===== src/inc/vwo_pkg.sv =====
// vwo_pkg: register indices, field positions, reset values and format codes
// of the video overlay window control block.
// assumes an indexed 8-bit register port and a display clock of 250 MHz.
package vwo_pkg;

  // ----------------------------------------------------------------------
  // register indices
  // ----------------------------------------------------------------------
  localparam logic [7:0] VWO_IDX_VSTART_LOW = 8'h37;
  localparam logic [7:0] VWO_IDX_VEND_LOW = 8'h38;
  localparam logic [7:0] VWO_IDX_VERT_OVF = 8'h39;
  localparam logic [7:0] VWO_IDX_B1_BYTE0 = 8'h3a;
  localparam logic [7:0] VWO_IDX_B1_BYTE1 = 8'h3b;
  localparam logic [7:0] VWO_IDX_B1_BYTE2 = 8'h3c;
  localparam logic [7:0] VWO_IDX_LINE_OFFSET = 8'h3d;
  localparam logic [7:0] VWO_IDX_MASTER_CTL = 8'h3e;
  localparam logic [7:0] VWO_IDX_MISC_CTL = 8'h3f;
  localparam logic [7:0] VWO_IDX_B2_HIGH = 8'h58;
  localparam logic [7:0] VWO_IDX_B2_BYTE0 = 8'h59;
  localparam logic [7:0] VWO_IDX_B2_BYTE1 = 8'h5a;
  localparam logic [7:0] VWO_IDX_LUMA_ONLY = 8'h5c;
  localparam logic [7:0] VWO_IDX_PIX_ALIGN = 8'h5d;

  // ----------------------------------------------------------------------
  // field positions
  // ----------------------------------------------------------------------
  localparam int VWO_B1_OFFS11_BIT = 5;   // offset bit 11 inside byte 2
  localparam int VWO_MC_OCCL_BIT = 7;
  localparam int VWO_MC_DIFF_BIT = 5;
  localparam int VWO_MC_ZOOM_BIT = 4;
  localparam int VWO_MC_FMT_LSB = 1;
  localparam int VWO_MC_EN_BIT = 0;
  localparam int VWO_MS_REF_BIT = 7;
  localparam int VWO_MS_FIELD_BIT = 6;
  localparam int VWO_MS_SRC_BIT = 5;
  localparam int VWO_MS_ADEC_BIT = 4;
  localparam int VWO_MS_CAPBUF_BIT = 2;
  localparam int VWO_MS_IRQEN_BIT = 1;
  localparam int VWO_MS_PAGE_BIT = 0;
  localparam int VWO_LUMA_BIT = 7;

  // ----------------------------------------------------------------------
  // display format codes and constants
  // ----------------------------------------------------------------------
  localparam logic [2:0] VWO_FMT_YUV422 = 3'h0;
  localparam logic [2:0] VWO_FMT_COMPRESSED = 3'h1;
  localparam logic [2:0] VWO_FMT_LUT8 = 3'h2;
  localparam logic [2:0] VWO_FMT_RGB555 = 3'h4;
  localparam logic [2:0] VWO_FMT_RGB565 = 3'h5;
  localparam logic [21:0] VWO_LUMA_OFFSET = 22'h00_0400;  // 1024 bytes
  localparam logic [7:0] VWO_REG_RESET = 8'h00;
  localparam logic [3:0] VWO_BE_WORD_LOW = 4'h3;
  localparam logic [3:0] VWO_BE_DWORD = 4'hf;

endpackage


===== src/design/vwo_control.sv =====
// vwo_control: register file and address logic of the video overlay window.
// assumes vsync, line strobe and aperture writes come from logic on clk_sys;
// the field reference pin is asynchronous and is synchronised here.
//
// Operation
// - vertical start: low byte plus overflow bits
// - vertical end: low byte plus overflow bits
// - buffer one address from four register pieces
// - buffer two built alike; capture/display defaults
// - capture addresses ignore alignment low bits
// - double buffering swaps buffer one's role
// - 12-bit line offset, low three bits zero
// - add offset at each window line end
// - interleaved capture uses twice the offset
// - luma-only capture forces 1024-byte offset
// - occlusion bit enables per-pixel overlay
// - error diffusion bit fills low luma bits
// - zoom bit: replicate or interpolate, no interpolate+occlusion
// - decode three-bit display format field
// - enable waits vsync edge, disable immediate
// - status bit follows field reference level
// - field id toggles on field reference edge
// - select irq source: vsync or field reference
// - auto-decimation in RGB formats drops high word, halves offset
// - auto-decimation with format zero: YUV12 assist
// - field reference irq pending, cleared by enable zero
module vwo_control
  import vwo_pkg::*;
(
  input wire logic clk_sys,
  input wire logic reset,
  input wire logic [7:0] io_index,     // register index
  input wire logic [7:0] io_wdata,     // write data
  input wire logic io_wr,              // one-cycle write strobe
  input wire logic io_rd,              // one-cycle read strobe
  output logic [7:0] io_rdata,         // read data, one cycle after io_rd
  input wire logic vsync,              // vertical sync level
  input wire logic line_strobe,        // end of scanline pulse
  input wire logic field_ref_pin,      // asynchronous field reference
  input wire logic dbl_buf_en,         // double buffering active
  input wire logic cap_interleave,     // interleaved capture addressing
  input wire logic cap_line_end,       // end of captured line pulse
  input wire logic ap_wr,              // aperture write request
  input wire logic [21:0] ap_offset,   // byte offset within aperture
  input wire logic [3:0] ap_be,        // byte enables
  input wire logic [31:0] ap_data,     // write data
  output logic mem_wr,
  output logic [21:0] mem_addr,
  output logic [3:0] mem_be,
  output logic [31:0] mem_data,
  output logic window_active,          // current scanline inside window
  output logic [21:0] window_addr,     // current window line address
  output logic [21:0] capture_addr,    // current capture line address
  output logic capture_buf_one,        // capture goes to buffer one
  output logic occlusion_en,
  output logic err_diffusion_en,
  output logic zoom_replicate,         // one: replicate, zero: interpolate
  output logic cfg_conflict,           // interpolation with occlusion
  output logic [5:0] fmt_sel,          // one-hot decoded display format
  output logic yuv12_assist,
  output logic host_irq_pin,           // interrupt request, active high
  output logic irq_pending_reg         // field reference irq pending
);

  // ----------------------------------------------------------------------
  // state
  // ----------------------------------------------------------------------
  typedef struct packed {
    logic [7:0] vstart_lo;
    logic [7:0] vend_lo;
    logic [3:0] vovf;
    logic [7:0] b1_b0;
    logic [7:0] b1_b1;
    logic [7:0] b1_b2;
    logic [7:0] offs_lo;
    logic [7:0] mctl;
    logic [5:0] misc;        // bits 5:0 of the misc register, bit 3 unused
    logic [3:0] b2_hi;
    logic [7:0] b2_b0;
    logic [7:0] b2_b1;
    logic luma_only;
    logic [3:0] align;
    logic ref_s1;            // synchroniser first stage
    logic ref_s2;            // synchroniser second stage
    logic ref_prev;          // previous synchronised level
    logic field_id;
    logic win_en;            // effective window enable
    logic vsync_prev;
    logic [9:0] line_cnt;
    logic [7:0] rdata;
    logic win_act;
    logic [21:0] win_addr;
    logic [21:0] cap_addr;
    logic cap_sel;
    logic pend;
    logic irq;
    logic m_wr;
    logic [21:0] m_addr;
    logic [3:0] m_be;
    logic [31:0] m_data;
    logic occl;
    logic diff;
    logic zrep;
    logic confl;
    logic [5:0] fmt;
    logic y12;
  } vwo_state_t;

  vwo_state_t s;        // registered state
  vwo_state_t next_s;   // next state

  // ----------------------------------------------------------------------
  // derived values
  // ----------------------------------------------------------------------
  logic [9:0] vstart;
  logic [9:0] vend;
  logic [21:0] b1_start;
  logic [21:0] b2_start;
  logic [21:0] line_offs;
  logic [21:0] cap_offs;
  logic [2:0] fmt_code;
  logic ref_fall;
  logic vs_rise;
  logic adec_rgb;

  assign vstart = {s.vovf[1:0], s.vstart_lo};
  assign vend = {s.vovf[3:2], s.vend_lo};
  // byte start addresses, shared alignment bits
  assign b1_start = {s.b1_b2[3:0], s.b1_b1, s.b1_b0, s.align[3:2]};
  assign b2_start = {s.b2_hi, s.b2_b1, s.b2_b0, s.align[3:2]};
  // 12-bit offset with three zero bits
  assign line_offs = {10'h000, s.b1_b2[VWO_B1_OFFS11_BIT], s.offs_lo, 3'h0};
  // capture step: luma-only wins, else interleave doubles
  assign cap_offs = s.luma_only ? VWO_LUMA_OFFSET
                  : (cap_interleave ? {line_offs[20:0], 1'b0} : line_offs);
  assign fmt_code = s.mctl[VWO_MC_FMT_LSB +: 3];
  assign ref_fall = s.ref_prev & ~s.ref_s2;     // active edge of reference
  assign vs_rise = vsync & ~s.vsync_prev;       // leading edge of vsync
  assign adec_rgb = s.misc[VWO_MS_ADEC_BIT] &
                    ((fmt_code == VWO_FMT_RGB555) | (fmt_code == VWO_FMT_RGB565));

  // ----------------------------------------------------------------------
  // next state
  // ----------------------------------------------------------------------
  // one pass builds the whole next state from s and the inputs
  always_comb begin
    next_s = s;
    // synchroniser and edge history
    next_s.ref_s1 = field_ref_pin;
    next_s.ref_s2 = s.ref_s1;
    next_s.ref_prev = s.ref_s2;
    next_s.vsync_prev = vsync;
    // register writes
    if (io_wr) begin
      case (io_index)
        VWO_IDX_VSTART_LOW: next_s.vstart_lo = io_wdata;
        VWO_IDX_VEND_LOW: next_s.vend_lo = io_wdata;
        VWO_IDX_VERT_OVF: next_s.vovf = io_wdata[3:0];
        VWO_IDX_B1_BYTE0: next_s.b1_b0 = io_wdata;
        VWO_IDX_B1_BYTE1: next_s.b1_b1 = io_wdata;
        VWO_IDX_B1_BYTE2: next_s.b1_b2 = {2'h0, io_wdata[5], 1'b0, io_wdata[3:0]};
        VWO_IDX_LINE_OFFSET: next_s.offs_lo = io_wdata;
        VWO_IDX_MASTER_CTL: next_s.mctl = {io_wdata[7], 1'b0, io_wdata[5:0]};
        // bit 3 is kept zero whatever software writes
        VWO_IDX_MISC_CTL: next_s.misc = {io_wdata[5:4], 1'b0, 1'b0, io_wdata[1:0]};
        VWO_IDX_B2_HIGH: next_s.b2_hi = io_wdata[3:0];
        VWO_IDX_B2_BYTE0: next_s.b2_b0 = io_wdata;
        VWO_IDX_B2_BYTE1: next_s.b2_b1 = io_wdata;
        VWO_IDX_LUMA_ONLY: next_s.luma_only = io_wdata[VWO_LUMA_BIT];
        VWO_IDX_PIX_ALIGN: next_s.align = io_wdata[3:0];
        default: next_s.rdata = s.rdata;   // unmapped index: write ignored
      endcase
    end
    // register reads, unmapped and reserved bits read zero
    if (io_rd) begin
      case (io_index)
        VWO_IDX_VSTART_LOW: next_s.rdata = s.vstart_lo;
        VWO_IDX_VEND_LOW: next_s.rdata = s.vend_lo;
        VWO_IDX_VERT_OVF: next_s.rdata = {4'h0, s.vovf};
        VWO_IDX_B1_BYTE0: next_s.rdata = s.b1_b0;
        VWO_IDX_B1_BYTE1: next_s.rdata = s.b1_b1;
        VWO_IDX_B1_BYTE2: next_s.rdata = s.b1_b2;
        VWO_IDX_LINE_OFFSET: next_s.rdata = s.offs_lo;
        VWO_IDX_MASTER_CTL: next_s.rdata = s.mctl;
        // live reference level and field id
        VWO_IDX_MISC_CTL: next_s.rdata = {s.ref_s2, s.field_id, s.misc[5:3],
                                          s.cap_sel, s.misc[1:0]};
        VWO_IDX_B2_HIGH: next_s.rdata = {4'h0, s.b2_hi};
        VWO_IDX_B2_BYTE0: next_s.rdata = s.b2_b0;
        VWO_IDX_B2_BYTE1: next_s.rdata = s.b2_b1;
        VWO_IDX_LUMA_ONLY: next_s.rdata = {s.luma_only, 7'h00};
        VWO_IDX_PIX_ALIGN: next_s.rdata = {4'h0, s.align};
        default: next_s.rdata = 8'h00;
      endcase
    end
    // field id toggles on each active reference edge
    if (ref_fall) begin
      next_s.field_id = ~s.field_id;
    end
    // window enable: off at once, on only at vsync leading edge
    if (!s.mctl[VWO_MC_EN_BIT]) begin
      next_s.win_en = 1'b0;
    end else if (vs_rise) begin
      next_s.win_en = 1'b1;
    end
    // scanline counter restarts at vsync
    if (vs_rise) begin
      next_s.line_cnt = 10'h000;
    end else if (line_strobe) begin
      next_s.line_cnt = s.line_cnt + 10'h001;
    end
    // scanline bounded by start and end inclusive
    next_s.win_act = s.win_en & (next_s.line_cnt >= vstart) &
                     (next_s.line_cnt <= vend);
    // window address: display buffer start at frame, add offset per line
    if (vs_rise) begin
      next_s.win_addr = s.cap_sel ? b2_start : b1_start;
    end else if (line_strobe && s.win_act) begin
      next_s.win_addr = s.win_addr + line_offs;
    end
    // capture buffer swaps at each field when double buffered
    if (ref_fall) begin
      next_s.cap_sel = dbl_buf_en ? ~s.cap_sel : 1'b0;
      // dword-aligned capture start
      next_s.cap_addr = (next_s.cap_sel ? b1_start : b2_start) & 22'h3f_fffc;
    end else if (cap_line_end) begin
      next_s.cap_addr = (s.cap_addr + cap_offs) & 22'h3f_fffc;
    end
    // pending flag: a disabled bit wins over set, nothing else clears it
    if (!s.misc[VWO_MS_IRQEN_BIT]) begin
      next_s.pend = 1'b0;
    end else if (ref_fall) begin
      next_s.pend = 1'b1;
    end
    // request source: vsync level or field reference flag
    next_s.irq = s.misc[VWO_MS_SRC_BIT] ? s.pend : vsync;
    // mode decode
    next_s.occl = s.mctl[VWO_MC_OCCL_BIT];
    next_s.diff = s.mctl[VWO_MC_DIFF_BIT];
    next_s.zrep = s.mctl[VWO_MC_ZOOM_BIT];
    next_s.confl = s.mctl[VWO_MC_OCCL_BIT] & ~s.mctl[VWO_MC_ZOOM_BIT];
    // one-hot format, bit 5 flags a reserved code
    case (fmt_code)
      VWO_FMT_YUV422: next_s.fmt = 6'h01;
      VWO_FMT_COMPRESSED: next_s.fmt = 6'h02;
      VWO_FMT_LUT8: next_s.fmt = 6'h04;
      VWO_FMT_RGB555: next_s.fmt = 6'h08;
      VWO_FMT_RGB565: next_s.fmt = 6'h10;
      default: next_s.fmt = 6'h20;
    endcase
    // planar assist with format zero
    next_s.y12 = s.misc[VWO_MS_ADEC_BIT] & (fmt_code == VWO_FMT_YUV422);
    // aperture writes, decimated in RGB mode
    next_s.m_wr = 1'b0;
    if (ap_wr) begin
      if (adec_rgb) begin
        // keep low word only, halve offset, page bit replaces A21
        next_s.m_wr = (ap_be == VWO_BE_WORD_LOW) | (ap_be == VWO_BE_DWORD);
        next_s.m_addr = {s.misc[VWO_MS_PAGE_BIT], ap_offset[21:1]};
        next_s.m_be = {2'h0, ap_be[1:0]};
        next_s.m_data = {16'h0000, ap_data[15:0]};
      end else begin
        next_s.m_wr = 1'b1;
        next_s.m_addr = ap_offset;
        next_s.m_be = ap_be;
        next_s.m_data = ap_data;
      end
    end
  end

  // ----------------------------------------------------------------------
  // registers
  // ----------------------------------------------------------------------
  // reset clears every field; fmt_sel then shows the yuv code
  // from the first edge after release, since format zero is yuv
  always_ff @(posedge clk_sys or posedge reset) begin
    if (reset) begin
      s <= '0;
    end else begin
      s <= next_s;
    end
  end

  // ----------------------------------------------------------------------
  // outputs
  // ----------------------------------------------------------------------
  // each output is a state field, no logic after the flops
  assign io_rdata = s.rdata;
  assign mem_wr = s.m_wr;
  assign mem_addr = s.m_addr;
  assign mem_be = s.m_be;
  assign mem_data = s.m_data;
  assign window_active = s.win_act;
  assign window_addr = s.win_addr;
  assign capture_addr = s.cap_addr;
  assign capture_buf_one = s.cap_sel;
  assign occlusion_en = s.occl;
  assign err_diffusion_en = s.diff;
  assign zoom_replicate = s.zrep;
  assign cfg_conflict = s.confl;
  assign fmt_sel = s.fmt;
  assign yuv12_assist = s.y12;
  assign host_irq_pin = s.irq;
  assign irq_pending_reg = s.pend;
endmodule


===== config.mk =====
export PLATFORM = sky130hd
export DESIGN_NAME = vwo_control
export DESIGN_NICKNAME = d
export VERILOG_FILES = /design/src/inc/vwo_pkg.sv /design/src/design/vwo_control.sv
export SDC_FILE = /design/constraint.sdc
export NUM_CORES = 1
export LEC_CHECK = 0
export BUFFER_PORTS_ARGS = -buffer_cell sky130_fd_sc_hd__buf_2
export CORE_ASPECT_RATIO = 0.9
export CORE_UTILIZATION = 35
export CTS_BUF_LIST = sky130_fd_sc_hd__clkbuf_4 sky130_fd_sc_hd__clkbuf_8
export DETAILED_ROUTE_END_ITERATION = 7
export SYNTH_ARGS = -nofsm -noshare
export SYNTH_HDL_FRONTEND = slang
export SYNTH_SLANG_ARGS = --single-unit

===== constraint.sdc =====
create_clock -name clk_sys -period 16.6 [get_ports clk_sys]
set_input_delay 3.32 -clock clk_sys [delete_from_list [all_inputs] [get_ports clk_sys]]
set_output_delay 3.32 -clock clk_sys [all_outputs]
set_load 0.1 [all_outputs]

== Word level (Yosys, flattened, before mapping) ==
Cells that the tools add are included.

* Bitwise gates (word level): 14
* $add $sub $neg: 3
* Order comparisons: 2
* Equal/unequal tests: 22
* Reductions and logical operators: 18
* Multiplexer cells: 20

{| class="wikitable"
|+ Operator list
! operator !! number
|-
| $mux 22 || 6
|-
| $mux 59 || 2
|-
| $pmux 8 s14 || 1
|-
| $eq 8x6->1 const B || 9
|-
| $eq 8x7->1 const B || 5
|-
| $pmux 6 s5 || 1
|-
| $reduce_and 2->1 || 14
|-
| $mux 13 || 2
|-
| $add 22x12->22 || 1
|-
| $add 22x13->22 || 1
|-
| $mux 10 || 2
|-
| $add 10x1->10 const B || 1
|-
| $ge 10x10->1 || 1
|-
| $le 10x10->1 || 1
|-
| $and 1x1->1 || 7
|-
| $eq 3x3->1 const B || 2
|-
| $mux 1 || 6
|-
| $not 1->1 || 5
|-
| $eq 4x2->1 const B || 1
|-
| $eq 4x4->1 const B || 1
|-
| $ne 2x1->1 const B || 2
|-
| $reduce_bool 2->1 || 2
|-
| $eq 3x1->1 const B || 1
|-
| $eq 3x2->1 const B || 1
|-
| other kinds (3) || 4
|}

* Flip-flop bits (word level): 227
* Word-level logic and storage cells: 117
* Output and inout bits: 126

== Longest topological paths before layout ==
* Word-level depth: 6
* Gate-level depth with buffers: 12
* Depth with buffers taken out: 11

== Worst setup path before layout ==
No wires, ideal clock.

* Kind: input -> register
* Start point: input cap_interleave
* End point: register s (netlist bit capture_addr[11])
* Stages: 10
* Path slack: 10.830 ns
* Arrival: 5.703 ns
* Setup time: 0.067 ns
* Data required time: 16.533 ns
* Cells stage by stage: clkbuf_1 > mux2i_1 > nor2_1 > fa_1 > a211oi_1 > o21bai_1 > a2111oi_0 > o2111ai_1 > o31ai_1 > nand2b_1

* Longest elaborated chain between the ends: 5

{| class="wikitable"
|+ Ends and longest elaborated chain
! what !! line !! source
|-
| from (decl) || vwo_control.sv:41 || <nowiki>input wire logic cap_interleave,</nowiki>
|-
| $mux 13 || vwo_control.sv:135 || <nowiki>: (cap_interleave ? {line_offs[20:0], 1'b0} : line_offs);</nowiki>
|-
| $mux 13 || vwo_control.sv:134 || <nowiki>assign cap_offs = s.luma_only ? VWO_LUMA_OFFSET</nowiki>
|-
| $add 22x13->22 || vwo_control.sv:227 || <nowiki>next_s.cap_addr = (s.cap_addr + cap_offs) & 22'h3f_fffc;</nowiki>
|-
| $mux 22 || vwo_control.sv:226 || <nowiki>end else if (cap_line_end) begin</nowiki>
|-
| $mux 22 || vwo_control.sv:222 || <nowiki>if (ref_fall) begin</nowiki>
|-
| to (signal assigned) || vwo_control.sv:280 || <nowiki>s <= next_s;</nowiki>
|-
| to (decl) || vwo_control.sv:109 || <nowiki>vwo_state_t s;</nowiki>
|}

No other way between the ends. The select of a mux whose other input is x is not followed.
A chain may end at the register's enable or synchronous reset.

== Worst setup path in the final report ==
Ends and elaborated chain as after synthesis.

==> metrics.md <==
| Metric | Value |
|---|---|
| Fmax | 184.2 MHz |
| Most frequent cells after synthesis | 225 x dfrtp_1, 119 x buf_4, 107 x mux2_2 |
| Post-synth EDFFs | 0 |
| Initial antenna violation count | 1 |
| Congestion Overflow GR | 0 |
| Hold WC Path Type | flop to flop |
| Register bit total from synthesis | 225 |
| WS Path Type | input pin to flop |
| Site Rows | 65 |
| Postcts setup bufs | 0 |
| Prevailing post-synth register cell | dfrtp_1 |
| Number of vias per cell | 5.248 |
| Die height | 182.6 um |
| Tmin final | 5429 ps |
| Register area | 0.005630 mm^2 |
| Max-cap viol count | 0 |
| Largest net degree at the start of global routing | 107 |
| Critical path, cell by cell | buf_2 > mux2i_1 > nor2_1 > fa_1 > a211oi_1 > o21bai_1 > a2111oi_0 > o2111ai_1 > o31ai_1 > nand2b_1 |
| Final Hold Viols | 0 |
| Worst slew margin | 0.3111 |
| Port Buffer Count | 208 |
| Critical path launch point type | input pin |
| GRT Util Overall | 0.1982 |
| Top cell type's share of synthesized area | 0.4441 |
| Combinational power share | 0.256 |
| Final worst path period share | 0.3271 |
| Number of global-route vias before repair | 9504 |
| Reg with most FFs | s |
| Cts bufs inserted | 43 |
| Via count | 9557 |
| Drt pass-1 iters | 8 |
| Drt wl/cell | 20.17 um |
| Worst Skew | 49.62 ps |
| Static leakage | 0.006836 uW |
| Die width | 202.6 um |
| Internal Power | 1050 uW |
| Count leader, synth | dfrtp_1 |
| Max FFs per register | 42 |
| Global-route wire length before repair | 56.68 mm |
| Resize count post-CTS | 0 |
| Pwr Density | 116.8 mW/mm^2 |
| Final wirelength | 36.74 mm |
| Arrival time worst endpoint | 5950 ps |
| CP max FO | 11 |
| Fill cells | 3566 |
| Required @ worst endpoint | 17120 ps |
| # setup viols final | 0 |
| Clock network power share | 0.363 |
| Count of unique library cells instantiated by Yosys | 67 |
| Final Slew Violations | 0 |
| Maximum vdd drop | 48.05 uV |
| Warnings, synthesis | 0 |
| Synth Area per Inst | 10.27 um^2 |
| Starting density of the core | 0.3584 |
| DP HPWL | 26.75 mm |
| Area Overhead vs Synth | 12.09% |
| H-tree depth | 2 |
| Post-route ant nets | 0 |
| CP max stage cell | a2111oi_0 |
| CTS max path bufs | 3 |
| Status | finished clean |
| Clock latency on the worst-skew pair | 580 ps |
| Die area | 0.03699 mm^2 |
| Setup tns final | 0 ps |
| Core area | 0.03538 mm^2 |
| Layout cells sized above 1 | 0.3057 |
| # hold bufs at CTS | 0 |
| Post-synthesis cell count | 1234 |
| Max incr delay on CP | 580 ps |
| Final nets | 1450 |
| Unrepaired setup endpoints after global routing | false |
| Number of remaining DRC errors | 0 |
| Finished Core Util | 0.4017 |
| Critical path endpoint category | flop |
| Switching power total | 609.2 uW |
| DR iter-0 viols | 697 |
| # clock sinks | 225 |
| Root buf cell | clkbuf_8 |
| Hold Slack | 347.1 ps |
| Post-synthesis cell area | 0.01268 mm^2 |
| Synth top area cells | dfrtp_1 44%, mux2_2 9.5%, buf_4 7.0% |
| CTS tree | done |
| Sw frac | 0.3671 |
| Multi-input logic area | 0.005729 mm^2 |
| GP Congestion | 0.9283 |
| Top cell type by total area after synthesis | dfrtp_1 |
| Clk slew on worst S/H paths | 60 ps |
| Sequential share of power | 0.381 |
| Ys async rst share | 1.000 |
| IO Pins | 211 |
| Sequential share of the synthesized area | 0.4441 |
| Slew @ Worst Pin | 1033 ps |
-- cell type report --
class,count,area share
Sequential cell,225,0.3962
Antenna cell,1,0.0001761
Inverter,54,0.01479
Clock buffer,66,0.05820
Tap cell,469,0.04129
Multi-Input combinational cell,782,0.4032
Timing Repair Buffer,217,0.07801
Clock inverter,7,0.008188
-- worst max-delay path: cells and delay by family --
| family | cells | cell delay, ps |
|---|---|---|
| muxes | 1 | 230 |
| adders and majority gates | 1 | 480 |
| buffers and inverters | 1 | 260 |
| and+or+nand+nor | 2 | 220 |
| AOI/OAI and AO/OA | 5 | 1440 |
-- layer usage --
layer	track usage	vias to the layer above	routed length, um
met5	0	-	0
met4	0.07248	0	1161
met3	0.05482	71	2524
met2	0.3019	284	16800
met1	0.2679	4737	16250
li1	-	4465	-
-- worst paths after layout --
| path | startpoint | endpoint | slack (ps) | cells past startpoint |
|---|---|---|---|---|
| min in group asynchronous | reset | mem_addr[17]$_DFFE_PP0P_ | 2880 | 2 |
| setup reg to reg | s[146]$_DFFE_PP0P_ | capture_addr[11]$_DFFE_PP0P_ | 13520 | 9 |
| hold / removal | next_s[140]$_DFF_PP0_ | next_s[139]$_DFF_PP0_ | 350 | 0 |
| hold reg to reg | next_s[140]$_DFF_PP0_ | next_s[139]$_DFF_PP0_ | 350 | 0 |
| max in group asynchronous | reset | window_addr[2]$_DFFE_PP0P_ | 12310 | 3 |
| setup / recovery | cap_interleave | capture_addr[11]$_DFFE_PP0P_ | 11170 | 10 |
-- metrics by stage --
step,cell area [um^2],worst slack (ps),total power [uW],instances
floorplan,12680,7117,1012,1235
global placement,13270,10670,1061,1747
detailed placement,13270,10600,1066,1747
CTS,14210,11220,1680,1820
global route,14210,10920,1731,1820
finish,14210,11170,1660,1821
-- power by group through the flow --
stage	Sequential (uW)	Combinational [uW]	Clock, uW
3_5_place_dp	641	426	0
2_1_floorplan	635	377	0
6_report	632	425	603
3_3_place_gp	640	422	0
5_1_grt	637	452	642
4_1_cts	631	427	622
-- logic make-up after synthesis --
logic type	share of synthesized area
flip-flops	0.4441
AND/OR/NAND/NOR	0.1117
adder cells (fa/ha/maj)	0.04263
multiplexers	0.1434
XOR/XNOR	0.02142
other	0.0002958
AO/OA/AOI/OAI	0.1319
buffers and inverters	0.1045
-- layout by cell type (no fill, tap or decap), types with 12 or more instances in the layout --
| cell | Yosys | final |
|---|---|---|
| a211oi_1 | 27 | 27 |
| a21oi_1 | 73 | 73 |
| a22oi_1 | 15 | 15 |
| a31oi_1 | 12 | 12 |
| buf_2 | 6 | 208 |
| clkbuf_4 | 0 | 13 |
| clkbuf_8 | 0 | 53 |
| dfrtp_1 | 225 | 225 |
| ha_1 | 40 | 40 |
| inv_1 | 52 | 51 |
| mux2_2 | 107 | 107 |
| mux2i_1 | 59 | 59 |
| nand2_1 | 64 | 64 |
| nand3_1 | 41 | 41 |
| nor2_1 | 70 | 70 |
| nor2b_1 | 28 | 27 |
| nor3_1 | 13 | 13 |
| o21ai_0 | 54 | 54 |
| xnor2_1 | 20 | 20 |
Power figures use the tool's default switching activity.
